**src/inc/sac_pkg.sv**
```systemverilog
// constants, types and helpers shared by the converter control logic
package sac_pkg;

  // ----------------------------------------------------------------
  // widths and counts
  // ----------------------------------------------------------------
  localparam int unsigned RES_BITS      = 8;
  localparam int unsigned CONV_CYC      = 64;
  localparam int unsigned BIT_CYC       = CONV_CYC / RES_BITS;
  localparam int unsigned CNT_W         = $clog2(CONV_CYC);
  localparam int unsigned PH_W          = $clog2(BIT_CYC);
  localparam int unsigned START_DLY_MIN = 1;
  localparam int unsigned START_DLY_MAX = 8;
  localparam int unsigned SYNC_STAGES   = 2;
  // two sync edges plus this delay stays inside the 1..8 clock window
  localparam int unsigned START_DLY_CYC = 4;

  localparam logic [CNT_W-1:0]    CNT_LAST   = 6'h3F;
  localparam logic [PH_W-1:0]     PH_LAST    = 3'h7;
  localparam logic [3:0]          DLY_LAST   = 4'h3;

  // ----------------------------------------------------------------
  // values after reset
  // ----------------------------------------------------------------
  localparam logic [RES_BITS-1:0] RESULT_RST = 8'h00;
  localparam logic [RES_BITS-1:0] SAR_RST    = 8'h00;
  localparam logic                DONE_N_RST = 1'b1;
  localparam logic                OE_N_RST   = 1'b1;

  // ----------------------------------------------------------------
  // types
  // ----------------------------------------------------------------
  typedef enum logic [1:0] {
    SAC_IDLE,
    SAC_CLEAR,
    SAC_WAIT,
    SAC_CONV
  } sac_state_t;

  typedef struct packed {
    logic sel_n;
    logic start_n;
    logic read_n;
  } sac_strobe_t;

  localparam sac_strobe_t STROBE_RST = 3'h7;

  // both active-low strobes asserted
  function automatic logic sac_pair_low(input logic a_n, input logic b_n);
    sac_pair_low = ~a_n & ~b_n;
  endfunction : sac_pair_low

endpackage : sac_pkg

```
**src/core/sac_top.sv**
```systemverilog
// successive-approximation converter control with bus strobes and latched result
`timescale 1ns/10ps
`default_nettype none

module sac_top
  import sac_pkg::*;
(
  input  wire logic                CORE_CLK,
  input  wire logic                RST_N,
  input  wire logic                CLK_EN,
  input  wire logic                SEL_N,
  input  wire logic                START_N,
  input  wire logic                READ_N,
  input  wire logic                COMP_HIGH,
  output var  logic [RES_BITS-1:0] TRIAL_CODE,
  output var  logic [RES_BITS-1:0] DATA_OUT,
  output var  logic                DATA_OE_N,
  output var  logic                CONVERSION_DONE_N
);

  // ----------------------------------------------------------------
  // pin synchronisers
  // ----------------------------------------------------------------
  sac_strobe_t strb_s1;
  sac_strobe_t strb_s2;
  logic        comp_s1;
  logic        comp_s2;

  always_ff @(posedge CORE_CLK)
  begin
    if (!RST_N)
    begin
      strb_s1 <= STROBE_RST;
      strb_s2 <= STROBE_RST;
      comp_s1 <= 1'b0;
      comp_s2 <= 1'b0;
    end
    else if (CLK_EN)
    begin
      strb_s1 <= '{sel_n: SEL_N, start_n: START_N, read_n: READ_N};
      strb_s2 <= strb_s1;
      comp_s1 <= COMP_HIGH;
      comp_s2 <= comp_s1;
    end
  end

  // ----------------------------------------------------------------
  // decode
  // ----------------------------------------------------------------
  sac_state_t             state;
  sac_state_t             next_state;
  logic [CNT_W-1:0]       cyc_cnt;
  logic [CNT_W-1:0]       next_cyc_cnt;
  logic [3:0]             dly_cnt;
  logic [3:0]             next_dly_cnt;
  logic [RES_BITS-1:0]    approximation_register;
  logic [RES_BITS-1:0]    next_sar;
  logic [RES_BITS-1:0]    result;
  logic [RES_BITS-1:0]    next_result;
  logic                   next_done_n;

  wire                    start_hold = sac_pair_low(strb_s2.sel_n, strb_s2.start_n);
  wire                    read_on    = sac_pair_low(strb_s2.sel_n, strb_s2.read_n);
  wire [PH_W-1:0]         phase      = cyc_cnt[PH_W-1:0];
  wire [PH_W-1:0]         bit_idx    = PH_LAST - cyc_cnt[CNT_W-1:PH_W];
  wire [RES_BITS-1:0]     bit_mask   = RES_BITS'(1) << bit_idx;
  wire                    in_conv    = (state == SAC_CONV);
  // trial bit goes up at the head of each bit slot, msb first
  wire                    bit_head   = in_conv && (phase == '0);
  // decision late in the slot so the synchronised comparator has settled
  wire                    bit_tail   = in_conv && (phase == PH_LAST);
  wire                    conv_last  = in_conv && (cyc_cnt == CNT_LAST);
  wire                    dly_done   = (state == SAC_WAIT) && (dly_cnt == DLY_LAST);
  wire [RES_BITS-1:0]     sar_set    = approximation_register | bit_mask;
  wire [RES_BITS-1:0]     sar_keep   = comp_s2 ? approximation_register : (approximation_register & ~bit_mask);

  // ----------------------------------------------------------------
  // sequencing
  // ----------------------------------------------------------------
  always_comb
  begin
    next_state   = state;
    next_cyc_cnt = cyc_cnt;
    next_dly_cnt = dly_cnt;
    next_sar     = approximation_register;
    next_result  = result;
    next_done_n  = CONVERSION_DONE_N;
    case (state)
      SAC_IDLE:
      begin
        next_state = SAC_IDLE;
      end
      SAC_CLEAR:
      begin
        next_sar     = SAR_RST;
        next_dly_cnt = '0;
        if (!start_hold)
          next_state = SAC_WAIT;
      end
      SAC_WAIT:
      begin
        next_dly_cnt = dly_cnt + 4'h1;
        if (dly_done)
        begin
          next_state   = SAC_CONV;
          next_cyc_cnt = '0;
          next_done_n  = 1'b1;
        end
      end
      SAC_CONV:
      begin
        next_cyc_cnt = cyc_cnt + CNT_W'(1);
        if (bit_head)
          next_sar = sar_set;
        else if (bit_tail)
          next_sar = sar_keep;
        if (conv_last)
        begin
          next_result = sar_keep;
          next_done_n = 1'b0;
          next_state  = SAC_IDLE;
        end
      end
      default:
      begin
        next_state = SAC_IDLE;
      end
    endcase
    // a start overrides whatever is running, including a half-done word
    if (start_hold)
    begin
      next_state  = SAC_CLEAR;
      next_sar    = SAR_RST;
      next_done_n = 1'b0;
    end
    else if (read_on)
      next_done_n = 1'b0;
  end

  always_ff @(posedge CORE_CLK)
  begin
    if (!RST_N)
    begin
      state   <= SAC_IDLE;
      cyc_cnt <= '0;
      dly_cnt <= '0;
    end
    else if (CLK_EN)
    begin
      state   <= next_state;
      cyc_cnt <= next_cyc_cnt;
      dly_cnt <= next_dly_cnt;
    end
  end

  // working register and the latch the bus reads from
  always_ff @(posedge CORE_CLK)
  begin
    if (!RST_N)
    begin
      approximation_register    <= SAR_RST;
      result <= RESULT_RST;
    end
    else if (CLK_EN)
    begin
      approximation_register    <= next_sar;
      result <= next_result;
    end
  end

  // done is a level; it moves only at a start, a read, a begin or an end
  always_ff @(posedge CORE_CLK)
  begin
    if (!RST_N)
    begin
      CONVERSION_DONE_N <= DONE_N_RST;
    end
    else if (CLK_EN)
    begin
      CONVERSION_DONE_N <= next_done_n;
    end
  end

  // ----------------------------------------------------------------
  // trial code and bus side outputs
  // ----------------------------------------------------------------
  always_ff @(posedge CORE_CLK)
  begin
    if (!RST_N)
    begin
      TRIAL_CODE <= SAR_RST;
    end
    else if (CLK_EN)
    begin
      TRIAL_CODE <= next_sar;
    end
  end

  // data only leaves the latch, never the working register
  always_ff @(posedge CORE_CLK)
  begin
    if (!RST_N)
    begin
      DATA_OUT <= RESULT_RST;
    end
    else if (CLK_EN)
    begin
      DATA_OUT <= next_result;
    end
  end

  // enable follows the synchronised strobes, so it lags the pins by three edges
  always_ff @(posedge CORE_CLK)
  begin
    if (!RST_N)
    begin
      DATA_OE_N <= OE_N_RST;
    end
    else if (CLK_EN)
    begin
      DATA_OE_N <= ~read_on;
    end
  end

endmodule : sac_top

`default_nettype wire

```
**config.mk**
```make
export PLATFORM = sky130hd
export DESIGN_NAME = sac_top
export DESIGN_NICKNAME = d
export VERILOG_FILES = /design/src/inc/sac_pkg.sv /design/src/core/sac_top.sv
export SDC_FILE = /design/constraint.sdc
export NUM_CORES = 1
export LEC_CHECK = 0
export BUFFER_PORTS_ARGS = -buffer_cell sky130_fd_sc_hd__buf_2
export CORE_ASPECT_RATIO = 1.2
export CORE_UTILIZATION = 53
export CTS_CLUSTER_SIZE = 30
export DETAILED_ROUTE_END_ITERATION = 8
export PLACE_DENSITY_LB_ADDON = 0.25
export REMOVE_ABC_BUFFERS = 1
export SETUP_SLACK_MARGIN = 0.3
export SYNTH_ARGS = -nofsm -noshare
export SYNTH_HDL_FRONTEND = slang
export SYNTH_SLANG_ARGS = --single-unit
export TNS_END_PERCENT = 1
```
**constraint.sdc**
```tcl
create_clock -name CORE_CLK -period 1.98 [get_ports CORE_CLK]
set_input_delay 0.198 -clock CORE_CLK [delete_from_list [all_inputs] [get_ports CORE_CLK]]
set_output_delay 0.198 -clock CORE_CLK [all_outputs]
set_load 0.05 [all_outputs]
```
**After elaboration in Yosys (flattened, before gate mapping)**

Index checks and enable logic that the tools add are counted.

- Register bits after elaboration: 38
- Input bits: 7
- Output and inout port bits: 18
- Word-level logic and storage cells: 75

- $add $sub $neg: 3
- Equal/unequal tests: 12
- Shift operators: 1
- Multiplexer cells: 19
- Bitwise logic cells: 9
- Reduce and logical (&&, ||, !) cells: 16

Operators with widths:

| operator | count |
|---|---|
| 8-bit 2-to-1 mux | 6 |
| 8-bit one-hot mux with 2 select lines | 1 |
| 6-bit one-hot mux with 2 select lines | 1 |
| 3-bit AND reduction | 4 |
| 8-bit bitwise AND | 1 |
| 8-bit NOT | 1 |
| 8-bit bitwise OR | 1 |
| 2-bit one-hot mux with 4 select lines | 1 |
| 4-bit one-hot mux with 2 select lines | 1 |
| 1-bit by 3-bit left shift with 8-bit output (first input constant) | 1 |
| 6-bit by 1-bit adder with 6-bit output (second input constant) | 1 |
| 6-bit == test (second input constant) | 1 |
| 2-bit 2-to-1 mux | 3 |
| 6-bit 2-to-1 mux | 1 |
| 4-bit by 1-bit adder with 4-bit output (second input constant) | 1 |
| 2-bit == test (second input constant) | 2 |
| 4-bit by 2-bit == test with 1-bit output (second input constant) | 1 |
| 1-bit logical AND | 4 |
| 1-bit 2-to-1 mux | 4 |
| 4-bit by 2-bit != test with 1-bit output (second input constant) | 1 |
| 4-bit by 3-bit != test with 1-bit output (second input constant) | 1 |
| 4-bit != test (second input constant) | 1 |
| 1-bit NOT | 4 |
| 4-bit AND reduction | 1 |
| 14 further kinds | 16 |

**Logic depth before layout (Yosys ltp)**

Gate-level depths: netlist of run 1.

- Word-level depth: 9
- Gate-level depth with buffers: 7
- Gate-level depth less buffers: 6

**Least setup slack after synthesis of run 1**

OpenSTA, ideal clock, no wires.

- Path kind: register -> register
- Start: register cyc_cnt[1]
- End: register TRIAL_CODE[4]
- Library setup time: 117 ps
- Data arrival time: 1381 ps
- Required time: 1863 ps
- Setup slack: 481 ps
- Cell stages (with the launch flop): 7
- Buffers on the path: 0
- Period minus slack after synthesis: 1499 ps
- Cell sequence: dfxtp_1 > ha_1 > ha_1 > nand2b_1 > o221a_2 > o22ai_1 > a32o_1

- Cells in the longest elaborated chain, start to end: 5
- Elaborated cells between the ends (all ways): 9
- Classes of those cells: 2 x eq/ne; 3 x mux; 4 x reduce/logical

RTL lines:

| what | RTL line | RTL |
|---|---|---|
| start: declaration | sac_top.sv:52 | `logic [CNT_W-1:0] cyc_cnt;` |
| start signal: assignment | sac_top.sv:151 | `cyc_cnt <= next_cyc_cnt;` |
| 3-bit zero test | sac_top.sv:69 | `wire bit_head = in_conv && (phase == '0);` |
| 1-bit logical AND | sac_top.sv:69 |  |
| 8-bit 2-to-1 mux | sac_top.sv:113 | `if (bit_head)` |
| 8-bit one-hot mux with 2 select lines | sac_top.sv:88 | `case (state)` |
| 8-bit 2-to-1 mux | sac_top.sv:130 | `if (start_hold)` |
| end signal: assignment | sac_top.sv:195 | `TRIAL_CODE <= next_sar;` |
| end: declaration | sac_top.sv:15 | `output var logic [RES_BITS-1:0] TRIAL_CODE,` |

Several ways; a longest one is shown, not always the timed one.
A chain may end at the register's enable or synchronous reset.

**Worst setup path in the final report of run 1**

Ends and elaborated chain as after synthesis.

==> impl_results.html, run 1 <==
<table>
<tr><th>Metric</th><th>Value</th></tr>
<tr><th colspan="2">Setup path</th></tr>
<tr><td>Category of the critical setup timing path</td><td>reg2reg</td></tr>
<tr><td>Top delay family on crit path</td><td>compound AO/OA/AOI/OAI gates</td></tr>
<tr><td>Worst setup SP type</td><td>flip-flop</td></tr>
<tr><td>Delay contributed by the slowest stage of the critical path</td><td>0.38 ns</td></tr>
<tr><td>Arrival time of data at the critical path endpoint</td><td>between 1.5 and 2 ns</td></tr>
<tr><td>Series of cell instances along the critical path</td><td>ha_2 &gt; ha_1 &gt; nand2b_1 &gt; o221a_2 &gt; o22ai_1 &gt; a32o_1</td></tr>
<tr><td>Setup crit end kind</td><td>flip-flop</td></tr>
<tr><td>Maximum fanout encountered on the critical timing path</td><td>8</td></tr>
<tr><td>Buffers &amp; Inverters on Critical Path</td><td>0</td></tr>
<tr><td>Critical-path top delay cell</td><td>sky130_fd_sc_hd__dfxtp_1</td></tr>
<tr><td>Worst endpoint required time</td><td>2.17 ns</td></tr>
<tr><th colspan="2">Layout</th></tr>
<tr><td>Ant. Diodes</td><td>0</td></tr>
<tr><td>Number of nets at the end of the flow</td><td>between 200 and 250</td></tr>
<tr><td>Share of final-layout standard cells stronger than drive strength 1</td><td>0.220</td></tr>
<tr><td>Util after Layout</td><td>0.631</td></tr>
<tr><td>Filler cells</td><td>296</td></tr>
<tr><td>Total non-filler cell area in the finished layout</td><td>2160 um^2</td></tr>
<tr><td>Layout overhead on the synthesized area</td><td>11.3%</td></tr>
<tr><th colspan="2">Power</th></tr>
<tr><td>Largest voltage drop on the vdd net</td><td>0.000417 V</td></tr>
<tr><td>Switching part of the total</td><td>0.231</td></tr>
<tr><td>Cell internal power dissipation</td><td>0.00110 W</td></tr>
<tr><td>Share of power burned in registers</td><td>0.551</td></tr>
<tr><td>Power Density</td><td>660 nW/um^2</td></tr>
<tr><td>Portion of total power attributed to combinational logic</td><td>0.065</td></tr>
<tr><td>Leakage power figure</td><td>~0.85 nW</td></tr>
<tr><td>Power consumption</td><td>~0.0014 W</td></tr>
<tr><td>P_sw</td><td>around 0.00033 W</td></tr>
<tr><td>Clock share of power</td><td>0.384</td></tr>
<tr><th colspan="2">Route</th></tr>
<tr><td>Residual DRC</td><td>5</td></tr>
<tr><td>Mean routed wirelength per cell</td><td>around 15 um</td></tr>
<tr><td>First DRT Iteration DRCs</td><td>just over 60</td></tr>
<tr><td>Vias after detailed routing</td><td>approximately 1600</td></tr>
<tr><td>Router iterations before antenna repair</td><td>6</td></tr>
<tr><td>Via density</td><td>~6</td></tr>
<tr><td>Routed wire length</td><td>4.04 mm</td></tr>
<tr><td>Antenna viol nets, final</td><td>0</td></tr>
<tr><th colspan="2">Synthesis</th></tr>
<tr><td>Seq/Total Area, Yosys</td><td>0.392</td></tr>
<tr><td>Mean area per synthesized cell</td><td>9.53 um^2</td></tr>
<tr><td>Area of the mapped netlist</td><td>1940 um^2</td></tr>
<tr><td>Cell with the most instances after synthesis</td><td>sky130_fd_sc_hd__dfxtp_1</td></tr>
<tr><td>Synthesized instance count</td><td>approximately 200</td></tr>
<tr><td>Top area cells in the synthesized netlist</td><td>sky130_fd_sc_hd__dfxtp_1, sky130_fd_sc_hd__mux2i_1, sky130_fd_sc_hd__nor2b_1, sky130_fd_sc_hd__ha_1, sky130_fd_sc_hd__a22o_1</td></tr>
<tr><td>Prevailing post-synth register cell</td><td>sky130_fd_sc_hd__dfxtp_1</td></tr>
<tr><td>Synthesized-area fraction occupied by adder cells</td><td>0.0451</td></tr>
<tr><td>Yosys reg bits</td><td>38</td></tr>
<tr><td>Dominant combinational cell family by area after synthesis</td><td>simple AND/OR/NAND/NOR gates</td></tr>
<tr><td>Portion of netlist area occupied by mux cells</td><td>0.0728</td></tr>
<tr><td>Proportion of synthesized flip-flops having asynchronous set or reset</td><td>0</td></tr>
<tr><td>Syn. warnings</td><td>0</td></tr>
<tr><td>Post-synth top area cell</td><td>sky130_fd_sc_hd__dfxtp_1</td></tr>
<tr><td>Complex-gate fraction of the synthesized area</td><td>0.192</td></tr>
<tr><td>Share of synthesized cell area in and, or, nand and nor gates</td><td>0.240</td></tr>
<tr><td>Leading post-synthesis cells by instance count</td><td>sky130_fd_sc_hd__dfxtp_1, sky130_fd_sc_hd__nor2b_1, sky130_fd_sc_hd__nand2_1</td></tr>
<tr><td>Area share of the largest cell type after synthesis</td><td>0.392</td></tr>
<tr><td>XOR/XNOR Fraction of Synth Area</td><td>0.0135</td></tr>
<tr><td>Count of distinct cell types in the synthesized netlist</td><td>47</td></tr>
<tr><td>Number of flops mapped to enable cells by yosys</td><td>0</td></tr>
<tr><th colspan="2">Clocking</th></tr>
<tr><td>Cell chosen for the clock root</td><td>sky130_fd_sc_hd__clkbuf_8</td></tr>
<tr><td>TritonCTS buffer count</td><td>5</td></tr>
<tr><td>Number of sinks on the clock net</td><td>38</td></tr>
<tr><td>Clock tree from TritonCTS</td><td>built</td></tr>
<tr><td>Clock latency reported for the late side of the worst-skew pair</td><td>0.30 ns</td></tr>
<tr><td>Maximum root-to-sink buffer count</td><td>2</td></tr>
<tr><td>Number of H-tree levels</td><td>2</td></tr>
<tr><td>Clock-pin slew of the registers on the worst-case setup and hold paths</td><td>approximately 0.070 ns</td></tr>
<tr><th colspan="2">Timing</th></tr>
<tr><td>Maximum clock rate</td><td>0.594 GHz</td></tr>
<tr><td>Setup TNS Final</td><td>0 ns</td></tr>
<tr><td>Post-layout minimum cycle time</td><td>about 1.7 ns</td></tr>
<tr><td>Final Hold Fails</td><td>0</td></tr>
<tr><td>Max-slew violation total from the final report</td><td>0</td></tr>
<tr><td>Max transition margin</td><td>0.645</td></tr>
<tr><td>Worst-margin pin slew</td><td>0.532 ns</td></tr>
<tr><td>Final setup vio count</td><td>0</td></tr>
<tr><td>Final cycle utilization of the critical path</td><td>0.850</td></tr>
<tr><td>Final Skew</td><td>approximately 0.0057 ns</td></tr>
<tr><td>Setup repair after global routing missed its margin</td><td>yes</td></tr>
<tr><th colspan="2">Status</th></tr>
<tr><td>Violated checks</td><td>design-rule violations</td></tr>
<tr><td>Status</td><td>finished, violations left</td></tr>
<tr><th colspan="2">Global route</th></tr>
<tr><td>Largest net degree at the start of global routing</td><td>17</td></tr>
<tr><td>Number of global-route vias before repair</td><td>around 1500</td></tr>
<tr><td>Number of antenna violations at the first check in global routing</td><td>0</td></tr>
<tr><td>Gr ovfl total</td><td>0</td></tr>
<tr><td>Overall fraction of global-route tracks in use</td><td>0.230</td></tr>
<tr><td>First-pass GRT wire length</td><td>6.71 mm</td></tr>
<tr><th colspan="2">Worst hold path</th></tr>
<tr><td>HP Class</td><td>in2reg</td></tr>
<tr><th colspan="2">Placement</th></tr>
<tr><td>Number of input and output port buffers inserted</td><td>24</td></tr>
<tr><td>HPWL after detailed placement</td><td>2.92 mm</td></tr>
<tr><td>Post-Place Cell Area</td><td>2060 um^2</td></tr>
<tr><td>Global placer's final weighted congestion</td><td>0.783</td></tr>
<tr><th colspan="2">Floorplan</th></tr>
<tr><td>Die Footprint</td><td>3910 um^2</td></tr>
<tr><td>Number of primary I/O pins</td><td>25</td></tr>
<tr><td>Row count</td><td>23</td></tr>
<tr><td>Die extent in y</td><td>68.3 um</td></tr>
<tr><td>Die span in x</td><td>57.3 um</td></tr>
<tr><td>Initial standard-cell utilization of the core</td><td>0.567</td></tr>
<tr><td>Core region area</td><td>3420 um^2</td></tr>
<tr><th colspan="2">Flow run</th></tr>
<tr><td>Max-cap violations</td><td>0</td></tr>
</table>
-- area by class of cell --
cell class	instances	area, um^2	share of cell area
multi-input cells	149	1100	0.509
flip-flops and latches	38	762	0.352
repair buffers	27	143	0.0660
clock buffers	7	86.3	0.0399
well taps	37	46.3	0.0214
inverters	5	18.8	0.00868
clock inverters	1	5.00	0.00231
-- power by group through the flow --
stage | clock network [W] | registers (W) | logic, W
after floorplan | 0 | 0.000801 | 0.0000554
after global placement | 0 | 0.000802 | 0.0000869
after detailed placement | 0 | 0.000803 | 0.0000909
after CTS | 0.000559 | 0.000785 | 0.0000914
after global routing | 0.000598 | 0.000787 | 0.000103
final | 0.000548 | 0.000786 | 0.0000925
-- cells in the final DEF, fill, tap and decap left out, types with 7 or more instances in the layout --
cell type                   n
sky130_fd_sc_hd__dfxtp_1   37
sky130_fd_sc_hd__buf_2     24
sky130_fd_sc_hd__nor2b_1   20
sky130_fd_sc_hd__nand2_1   15
sky130_fd_sc_hd__mux2i_1   13
sky130_fd_sc_hd__o22ai_1    8
sky130_fd_sc_hd__a22o_1     8
sky130_fd_sc_hd__nand2b_1   7
sky130_fd_sc_hd__nor2_1     7
-- path summary, 6_finish.rpt --
check	from	endpoint	slack, ns	cells after the start
worst max-delay path	cyc_cnt[1]$_SDFFE_PN0P_	TRIAL_CODE[4]$_SDFFE_PN0P_	0.30	6
worst min-delay path	START_N	strb_s1[1]$_SDFFE_PN1P_	0.12	3
worst max register to register	cyc_cnt[1]$_SDFFE_PN0P_	TRIAL_CODE[4]$_SDFFE_PN0P_	0.30	6
worst min register to register	DATA_OUT[0]$_SDFFE_PN0P_	DATA_OUT[0]$_SDFFE_PN0P_	0.47	2
-- logic make-up after synthesis --
| group | count (synthesis) |
|---|---|
| flops | 38 |
| fa+ha+maj | 7 |
| buf+inv | 17 |
| compound gates | 48 |
| xor+xnor | 3 |
| simple gates | 77 |
| mux | 14 |
-- flip-flops by register name (all words and copies together), names as in the netlist --
register,cells
state,2
comp_s2,1
cyc_cnt,6
strb_s1,3
TRIAL_CODE,8
dly_cnt,4
strb_s2,3
DATA_OE_N,1
CONVERSION_DONE_N,1
comp_s1,1
DATA_OUT,8
-- layer usage --
metal  GRT usage  up-vias  wire [um]
met4       0.116        0        104
met5           0        -          0
li1            -      785          -
met2       0.412       42       2040
met3      0.0681       12        203
met1       0.247      747       1690
-- tightest hold or removal path, cell delays in order --
cell and delay [ns]:
sky130_fd_sc_hd__buf_2 0.07, sky130_fd_sc_hd__mux2i_1 0.05, sky130_fd_sc_hd__nand2_1 0.06
-- through the flow --
step | instances | hold WS [ns] | setup WS, ns
4_1_cts | 264 | 0.122 | 0.301
6_report | 264 | 0.122 | 0.297
3_5_place_dp | 256 | 0.427 | 0.280
3_3_place_gp | 256 | 0.414 | 0.328
5_1_grt | 264 | 0.133 | 0.192
2_1_floorplan | 192 | 0.260 | 0.284
-- timing repair --
| item | 4_1_cts | 5_1_grt |
|---|---|---|
| hold buffers | 0 | 0 |
| endpoints found under the setup margin | 5 | 24 |
| gates resized for setup | 1 | 4 |
| buffers inserted | 0 | 0 |
| hold endpoints to repair | 0 | 0 |
Note: power is estimated with default switching activity, not from simulation.
==> run 2: changes to the inputs <==
Settings changed: ABC_AREA set to 1, CORE_UTILIZATION 53 to 51.
Clock period 1.98 ns to 1.4 ns, I/O delays scaled along.
==> run 2 against run 1 <==
The flow now finishes without violations. Sequential cell count is the same. Routed wire length rose by 7.2%. Clock power is 41% higher. Clock-buffer cell count is the same. Critical path depth up 2. Power up 49%. Clock skew is 0.0029 ns higher. Sequential power is 42% higher.
==> impl_results.html, run 2 <==
<table>
<tr><th>Metric</th><th>Value</th></tr>
<tr><th colspan="2">Status</th></tr>
<tr><td>Status</td><td>finished, final reports clean (was finished, violations left)</td></tr>
<tr><th colspan="2">Power</th></tr>
<tr><td>Clock share of power</td><td>0.364 (was 0.384)</td></tr>
<tr><td>Leakage power figure</td><td>1.06 nW (was 0.848 nW)</td></tr>
<tr><td>Share of power burned in registers</td><td>0.527 (was 0.551)</td></tr>
<tr><td>Switching part of the total</td><td>0.248 (was 0.231)</td></tr>
<tr><td>Power Density</td><td>863 nW/um^2 (was 660 nW/um^2)</td></tr>
<tr><td>P_sw</td><td>0.000526 W (was 0.000330 W)</td></tr>
<tr><td>Cell internal power dissipation</td><td>0.00160 W (was 0.00110 W)</td></tr>
<tr><td>Largest voltage drop on the vdd net</td><td>0.000679 V (was 0.000417 V)</td></tr>
<tr><td>Portion of total power attributed to combinational logic</td><td>0.109 (was 0.065)</td></tr>
<tr><th colspan="2">Synthesis</th></tr>
<tr><td>Complex-gate fraction of the synthesized area</td><td>0.162 (was 0.192)</td></tr>
<tr><td>Area of the mapped netlist</td><td>1800 um^2 (was 1940 um^2)</td></tr>
<tr><td>Cell with the most instances after synthesis</td><td>sky130_fd_sc_hd__nand2_1 (was sky130_fd_sc_hd__dfxtp_1)</td></tr>
<tr><td>Prevailing post-synth register cell</td><td>sky130_fd_sc_hd__dfxtp_1 (unchanged)</td></tr>
<tr><td>Area share of the largest cell type after synthesis</td><td>0.422 (was 0.392)</td></tr>
<tr><td>Top area cells in the synthesized netlist</td><td>sky130_fd_sc_hd__dfxtp_1, sky130_fd_sc_hd__nand2_1, sky130_fd_sc_hd__o21ai_0, sky130_fd_sc_hd__a21oi_1, sky130_fd_sc_hd__inv_1 (was sky130_fd_sc_hd__dfxtp_1, sky130_fd_sc_hd__mux2i_1, sky130_fd_sc_hd__nor2b_1, sky130_fd_sc_hd__ha_1, sky130_fd_sc_hd__a22o_1)</td></tr>
<tr><td>Number of flops mapped to enable cells by yosys</td><td>0 (unchanged)</td></tr>
<tr><td>XOR/XNOR Fraction of Synth Area</td><td>0.00486 (was 0.0135)</td></tr>
<tr><td>Syn. warnings</td><td>0 (unchanged)</td></tr>
<tr><td>Leading post-synthesis cells by instance count</td><td>sky130_fd_sc_hd__nand2_1, sky130_fd_sc_hd__dfxtp_1, sky130_fd_sc_hd__o21ai_0 (was sky130_fd_sc_hd__dfxtp_1, sky130_fd_sc_hd__nor2b_1, sky130_fd_sc_hd__nand2_1)</td></tr>
<tr><td>Seq/Total Area, Yosys</td><td>0.422 (was 0.392)</td></tr>
<tr><td>Post-synth top area cell</td><td>sky130_fd_sc_hd__dfxtp_1 (unchanged)</td></tr>
<tr><td>Yosys reg bits</td><td>38 (unchanged)</td></tr>
<tr><td>Synthesized-area fraction occupied by adder cells</td><td>0.0486 (was 0.0451)</td></tr>
<tr><td>Dominant combinational cell family by area after synthesis</td><td>simple AND/OR/NAND/NOR gates (unchanged)</td></tr>
<tr><td>Proportion of synthesized flip-flops having asynchronous set or reset</td><td>0 (unchanged)</td></tr>
<tr><td>Synthesized instance count</td><td>252 (was 204)</td></tr>
<tr><td>Share of synthesized cell area in and, or, nand and nor gates</td><td>0.283 (was 0.240)</td></tr>
<tr><td>Mean area per synthesized cell</td><td>7.15 um^2 (was 9.53 um^2)</td></tr>
<tr><td>Portion of netlist area occupied by mux cells</td><td>0 (was 0.0728)</td></tr>
<tr><td>Count of distinct cell types in the synthesized netlist</td><td>21 (was 47)</td></tr>
<tr><th colspan="2">Route</th></tr>
<tr><td>Routed wire length</td><td>4.33 mm (was 4.04 mm)</td></tr>
<tr><td>Antenna viol nets, final</td><td>0 (unchanged)</td></tr>
<tr><td>Residual DRC</td><td>0 (was 5)</td></tr>
<tr><td>Mean routed wirelength per cell</td><td>12.7 um (was 15.3 um)</td></tr>
<tr><td>First DRT Iteration DRCs</td><td>56 (was 62)</td></tr>
<tr><td>Vias after detailed routing</td><td>1804 (was 1586)</td></tr>
<tr><td>Router iterations before antenna repair</td><td>4 (was 6)</td></tr>
<tr><td>Via density</td><td>5.29 (was 6.01)</td></tr>
<tr><th colspan="2">Flow run</th></tr>
<tr><td>Max-cap violations</td><td>0 (unchanged)</td></tr>
<tr><th colspan="2">Layout</th></tr>
<tr><td>Number of nets at the end of the flow</td><td>317 (was 240)</td></tr>
<tr><td>Registers with the highest flip-flop counts</td><td>DATA_OUT (8), TRIAL_CODE (8), cyc_cnt (6) (unchanged)</td></tr>
<tr><td>Ant. Diodes</td><td>0 (unchanged)</td></tr>
<tr><td>Leading cell types in the layout, fill and taps excluded</td><td>sky130_fd_sc_hd__nand2_1, sky130_fd_sc_hd__dfxtp_1, sky130_fd_sc_hd__o21ai_0 (was sky130_fd_sc_hd__dfxtp_1, sky130_fd_sc_hd__buf_2, sky130_fd_sc_hd__nor2b_1)</td></tr>
<tr><td>Layout overhead on the synthesized area</td><td>36.6% (was 11.3%)</td></tr>
<tr><td>Most common library cell in the layout ignoring fill and taps</td><td>sky130_fd_sc_hd__nand2_1 (was sky130_fd_sc_hd__dfxtp_1)</td></tr>
<tr><td>Final Instance Count excl. Fillers</td><td>341 (was 264)</td></tr>
<tr><td>Total non-filler cell area in the finished layout</td><td>2460 um^2 (was 2160 um^2)</td></tr>
<tr><td>Share of final-layout standard cells stronger than drive strength 1</td><td>0.359 (was 0.220)</td></tr>
<tr><td>Filler cells</td><td>271 (was 296)</td></tr>
<tr><th colspan="2">Setup path</th></tr>
<tr><td>Worst setup SP type</td><td>flip-flop (unchanged)</td></tr>
<tr><td>Depth of the most critical reg-to-reg path</td><td>8 (was 6)</td></tr>
<tr><td>Category of the critical setup timing path</td><td>reg2reg (unchanged)</td></tr>
<tr><td>Flop-to-flop setup slack</td><td>0.02 ns (was 0.30 ns)</td></tr>
<tr><td>Worst endpoint required time</td><td>1.62 ns (was 2.17 ns)</td></tr>
<tr><td>Maximum fanout encountered on the critical timing path</td><td>5 (was 8)</td></tr>
<tr><td>Arrival time of data at the critical path endpoint</td><td>1.60 ns (was 1.88 ns)</td></tr>
<tr><td>Setup crit end kind</td><td>flip-flop (unchanged)</td></tr>
<tr><td>Capture instance of the worst register-to-register path</td><td>TRIAL_CODE[4]$_SDFFE_PN0P_ (unchanged)</td></tr>
<tr><td>Launch point of the worst path</td><td>cyc_cnt[0]$_SDFFE_PN0P_ (was cyc_cnt[1]$_SDFFE_PN0P_)</td></tr>
<tr><td>RR Startpoint</td><td>cyc_cnt[0]$_SDFFE_PN0P_ (was cyc_cnt[1]$_SDFFE_PN0P_)</td></tr>
<tr><th colspan="2">Placement</th></tr>
<tr><td>Count of placed standard cells including taps</td><td>329 (was 256)</td></tr>
<tr><td>Worst slack, placed</td><td>-0.155 ns (was 0.280 ns)</td></tr>
<tr><td>Global placer's final weighted congestion</td><td>0.871 (was 0.783)</td></tr>
<tr><td>HPWL after detailed placement</td><td>2.88 mm (was 2.92 mm)</td></tr>
<tr><td>Post-Place Cell Area</td><td>2110 um^2 (was 2060 um^2)</td></tr>
<tr><td>Number of input and output port buffers inserted</td><td>24 (unchanged)</td></tr>
<tr><th colspan="2">Worst hold path</th></tr>
<tr><td>Launch instance of the worst min-delay path</td><td>SEL_N (was START_N)</td></tr>
<tr><td>Number of cells on the worst hold path</td><td>3 (unchanged)</td></tr>
<tr><td>Capture endpoint of the worst hold path</td><td>strb_s1[2]$_SDFFE_PN1P_ (was strb_s1[1]$_SDFFE_PN1P_)</td></tr>
<tr><td>HP Class</td><td>in2reg (unchanged)</td></tr>
<tr><th colspan="2">Timing</th></tr>
<tr><td>Max-slew violation total from the final report</td><td>0 (unchanged)</td></tr>
<tr><td>Tightest hold margin</td><td>0.0569 ns (was 0.122 ns)</td></tr>
<tr><td>Final worst slack</td><td>0.0194 ns (was 0.297 ns)</td></tr>
<tr><td>Final Hold Fails</td><td>0 (unchanged)</td></tr>
<tr><td>Setup TNS Final</td><td>0 ns (unchanged)</td></tr>
<tr><td>Final cycle utilization of the critical path</td><td>0.986 (was 0.850)</td></tr>
<tr><td>Worst-margin pin slew</td><td>0.615 ns (was 0.532 ns)</td></tr>
<tr><td>Post-layout minimum cycle time</td><td>1.38 ns (was 1.68 ns)</td></tr>
<tr><td>Final setup vio count</td><td>0 (unchanged)</td></tr>
<tr><td>Maximum clock rate</td><td>0.724 GHz (was 0.594 GHz)</td></tr>
<tr><td>Max transition margin</td><td>0.589 (was 0.645)</td></tr>
<tr><td>Final Skew</td><td>0.00858 ns (was 0.00568 ns)</td></tr>
<tr><td>Setup repair after global routing missed its margin</td><td>yes (unchanged)</td></tr>
<tr><th colspan="2">Clocking</th></tr>
<tr><td>CTS Hold Bufs</td><td>0 (unchanged)</td></tr>
<tr><td>Maximum root-to-sink buffer count</td><td>2 (unchanged)</td></tr>
<tr><td>Cell chosen for the clock root</td><td>sky130_fd_sc_hd__clkbuf_8 (unchanged)</td></tr>
<tr><td>Clock latency reported for the late side of the worst-skew pair</td><td>0.29 ns (was 0.30 ns)</td></tr>
<tr><td>Number of H-tree levels</td><td>2 (unchanged)</td></tr>
<tr><td>Number of sinks on the clock net</td><td>38 (unchanged)</td></tr>
<tr><td>Clock tree from TritonCTS</td><td>built (unchanged)</td></tr>
<tr><td>TritonCTS buffer count</td><td>5 (unchanged)</td></tr>
<tr><td>Clock-pin slew of the registers on the worst-case setup and hold paths</td><td>0.08 ns (was 0.07 ns)</td></tr>
<tr><th colspan="2">Floorplan</th></tr>
<tr><td>Initial standard-cell utilization of the core</td><td>0.535 (was 0.567)</td></tr>
<tr><td>Number of primary I/O pins</td><td>25 (unchanged)</td></tr>
<tr><td>Core region area</td><td>3370 um^2 (was 3420 um^2)</td></tr>
<tr><td>Die Footprint</td><td>3780 um^2 (was 3910 um^2)</td></tr>
<tr><td>Row count</td><td>23 (unchanged)</td></tr>
<tr><td>Die span in x</td><td>56.3 um (was 57.3 um)</td></tr>
<tr><td>Die extent in y</td><td>67.1 um (was 68.3 um)</td></tr>
<tr><th colspan="2">Global route</th></tr>
<tr><td>First-pass GRT wire length</td><td>6.80 mm (was 6.71 mm)</td></tr>
<tr><td>Largest net degree at the start of global routing</td><td>17 (unchanged)</td></tr>
<tr><td>Gr ovfl total</td><td>0 (unchanged)</td></tr>
<tr><td>Overall fraction of global-route tracks in use</td><td>0.232 (was 0.230)</td></tr>
<tr><td>Number of antenna violations at the first check in global routing</td><td>0 (unchanged)</td></tr>
<tr><td>Number of global-route vias before repair</td><td>1629 (was 1521)</td></tr>
</table>
run 2: cell types whose count changed after synthesis, sizes merged, moves of 5 or more:
| cell | before | now |
|---|---|---|
| nand2b | 7 | 0 |
| nand3 | 5 | 15 |
| a21boi | 5 | 0 |
| a22o | 8 | 0 |
| o21ai | 11 | 30 |
| a21oi | 3 | 26 |
| nor2b | 20 | 0 |
| inv | 5 | 26 |
| nand2 | 16 | 68 |
| mux2i | 13 | 0 |
| nor2 | 7 | 23 |
| o22ai | 8 | 0 |
run 2: cells by family (layout without fill, tap and decap cells):
logic type | count (synthesis) | count (layout)
simple gates | 116 | 116
fa+ha+maj | 7 | 7
xor+xnor | 1 | 1
flops | 38 | 38
compound gates | 57 | 57
buf+inv | 33 | 85
run 2: power groups by stage:
stage | sequential, W | clock, W | combinational (W)
2_1_floorplan | 0.00115 | 0 | 0.0000947
5_1_grt | 0.00112 | 0.000822 | 0.000254
4_1_cts | 0.00112 | 0.000782 | 0.000203
3_3_place_gp | 0.00114 | 0 | 0.000180
6_report | 0.00112 | 0.000773 | 0.000232
3_5_place_dp | 0.00114 | 0 | 0.000183
run 2: how the worst max path moves through the flow:
stage          cells after the start                          to
5_1_grt                            8  TRIAL_CODE[7]$_SDFFE_PN0P_
2_1_floorplan                      8  TRIAL_CODE[2]$_SDFFE_PN0P_
6_report                           8  TRIAL_CODE[4]$_SDFFE_PN0P_
4_1_cts                           10  TRIAL_CODE[6]$_SDFFE_PN0P_
3_5_place_dp                       8  TRIAL_CODE[7]$_SDFFE_PN0P_
3_3_place_gp                       7     cyc_cnt[1]$_SDFFE_PN0P_
run 2: stage by stage:
stage,util,power (W)
final,0.731,0.00212
after global placement,0.626,0.00132
after CTS,0.690,0.00210
after floorplan,-,0.00124
after detailed placement,0.626,0.00133
after global routing,0.731,0.00220
run 2: timing repair:
item / CTS / global route
pin swaps: 8 / 20
endpoints found under the setup margin: 29 / 32
resized for setup: 35 / 38
setup buffers: 1 / 3
endpoints found under the hold margin: 0 / 0
run 2: metal layers:
metal  part of all wire  GRT usage
met1               0.41      0.257
met2               0.55      0.427
met3              0.031     0.0594
met4              0.011     0.0945
met5                  0          0
run 2: final cells by class:
cell class | instances | area (um^2) | share of cell area
Clock inverter | 1 | 5.00 | 0.00203
Inverter | 26 | 105 | 0.0427
Multi-Input combinational cell | 181 | 1080 | 0.437
Tap cell | 37 | 46.3 | 0.0188
Timing Repair Buffer | 51 | 364 | 0.148
Clock buffer | 7 | 86.3 | 0.0351
Sequential cell | 38 | 779 | 0.317
run 2: worst max-delay path: stages (launching register included):
cell and delay, ns:
sky130_fd_sc_hd__dfxtp_4 0.36, sky130_fd_sc_hd__ha_4 0.16, sky130_fd_sc_hd__ha_2 0.15, sky130_fd_sc_hd__inv_1 0.09
sky130_fd_sc_hd__nand2_4 0.08, sky130_fd_sc_hd__o21bai_4 0.15, sky130_fd_sc_hd__buf_6 0.14, sky130_fd_sc_hd__nand2_1 0.05
sky130_fd_sc_hd__a21oi_1 0.13
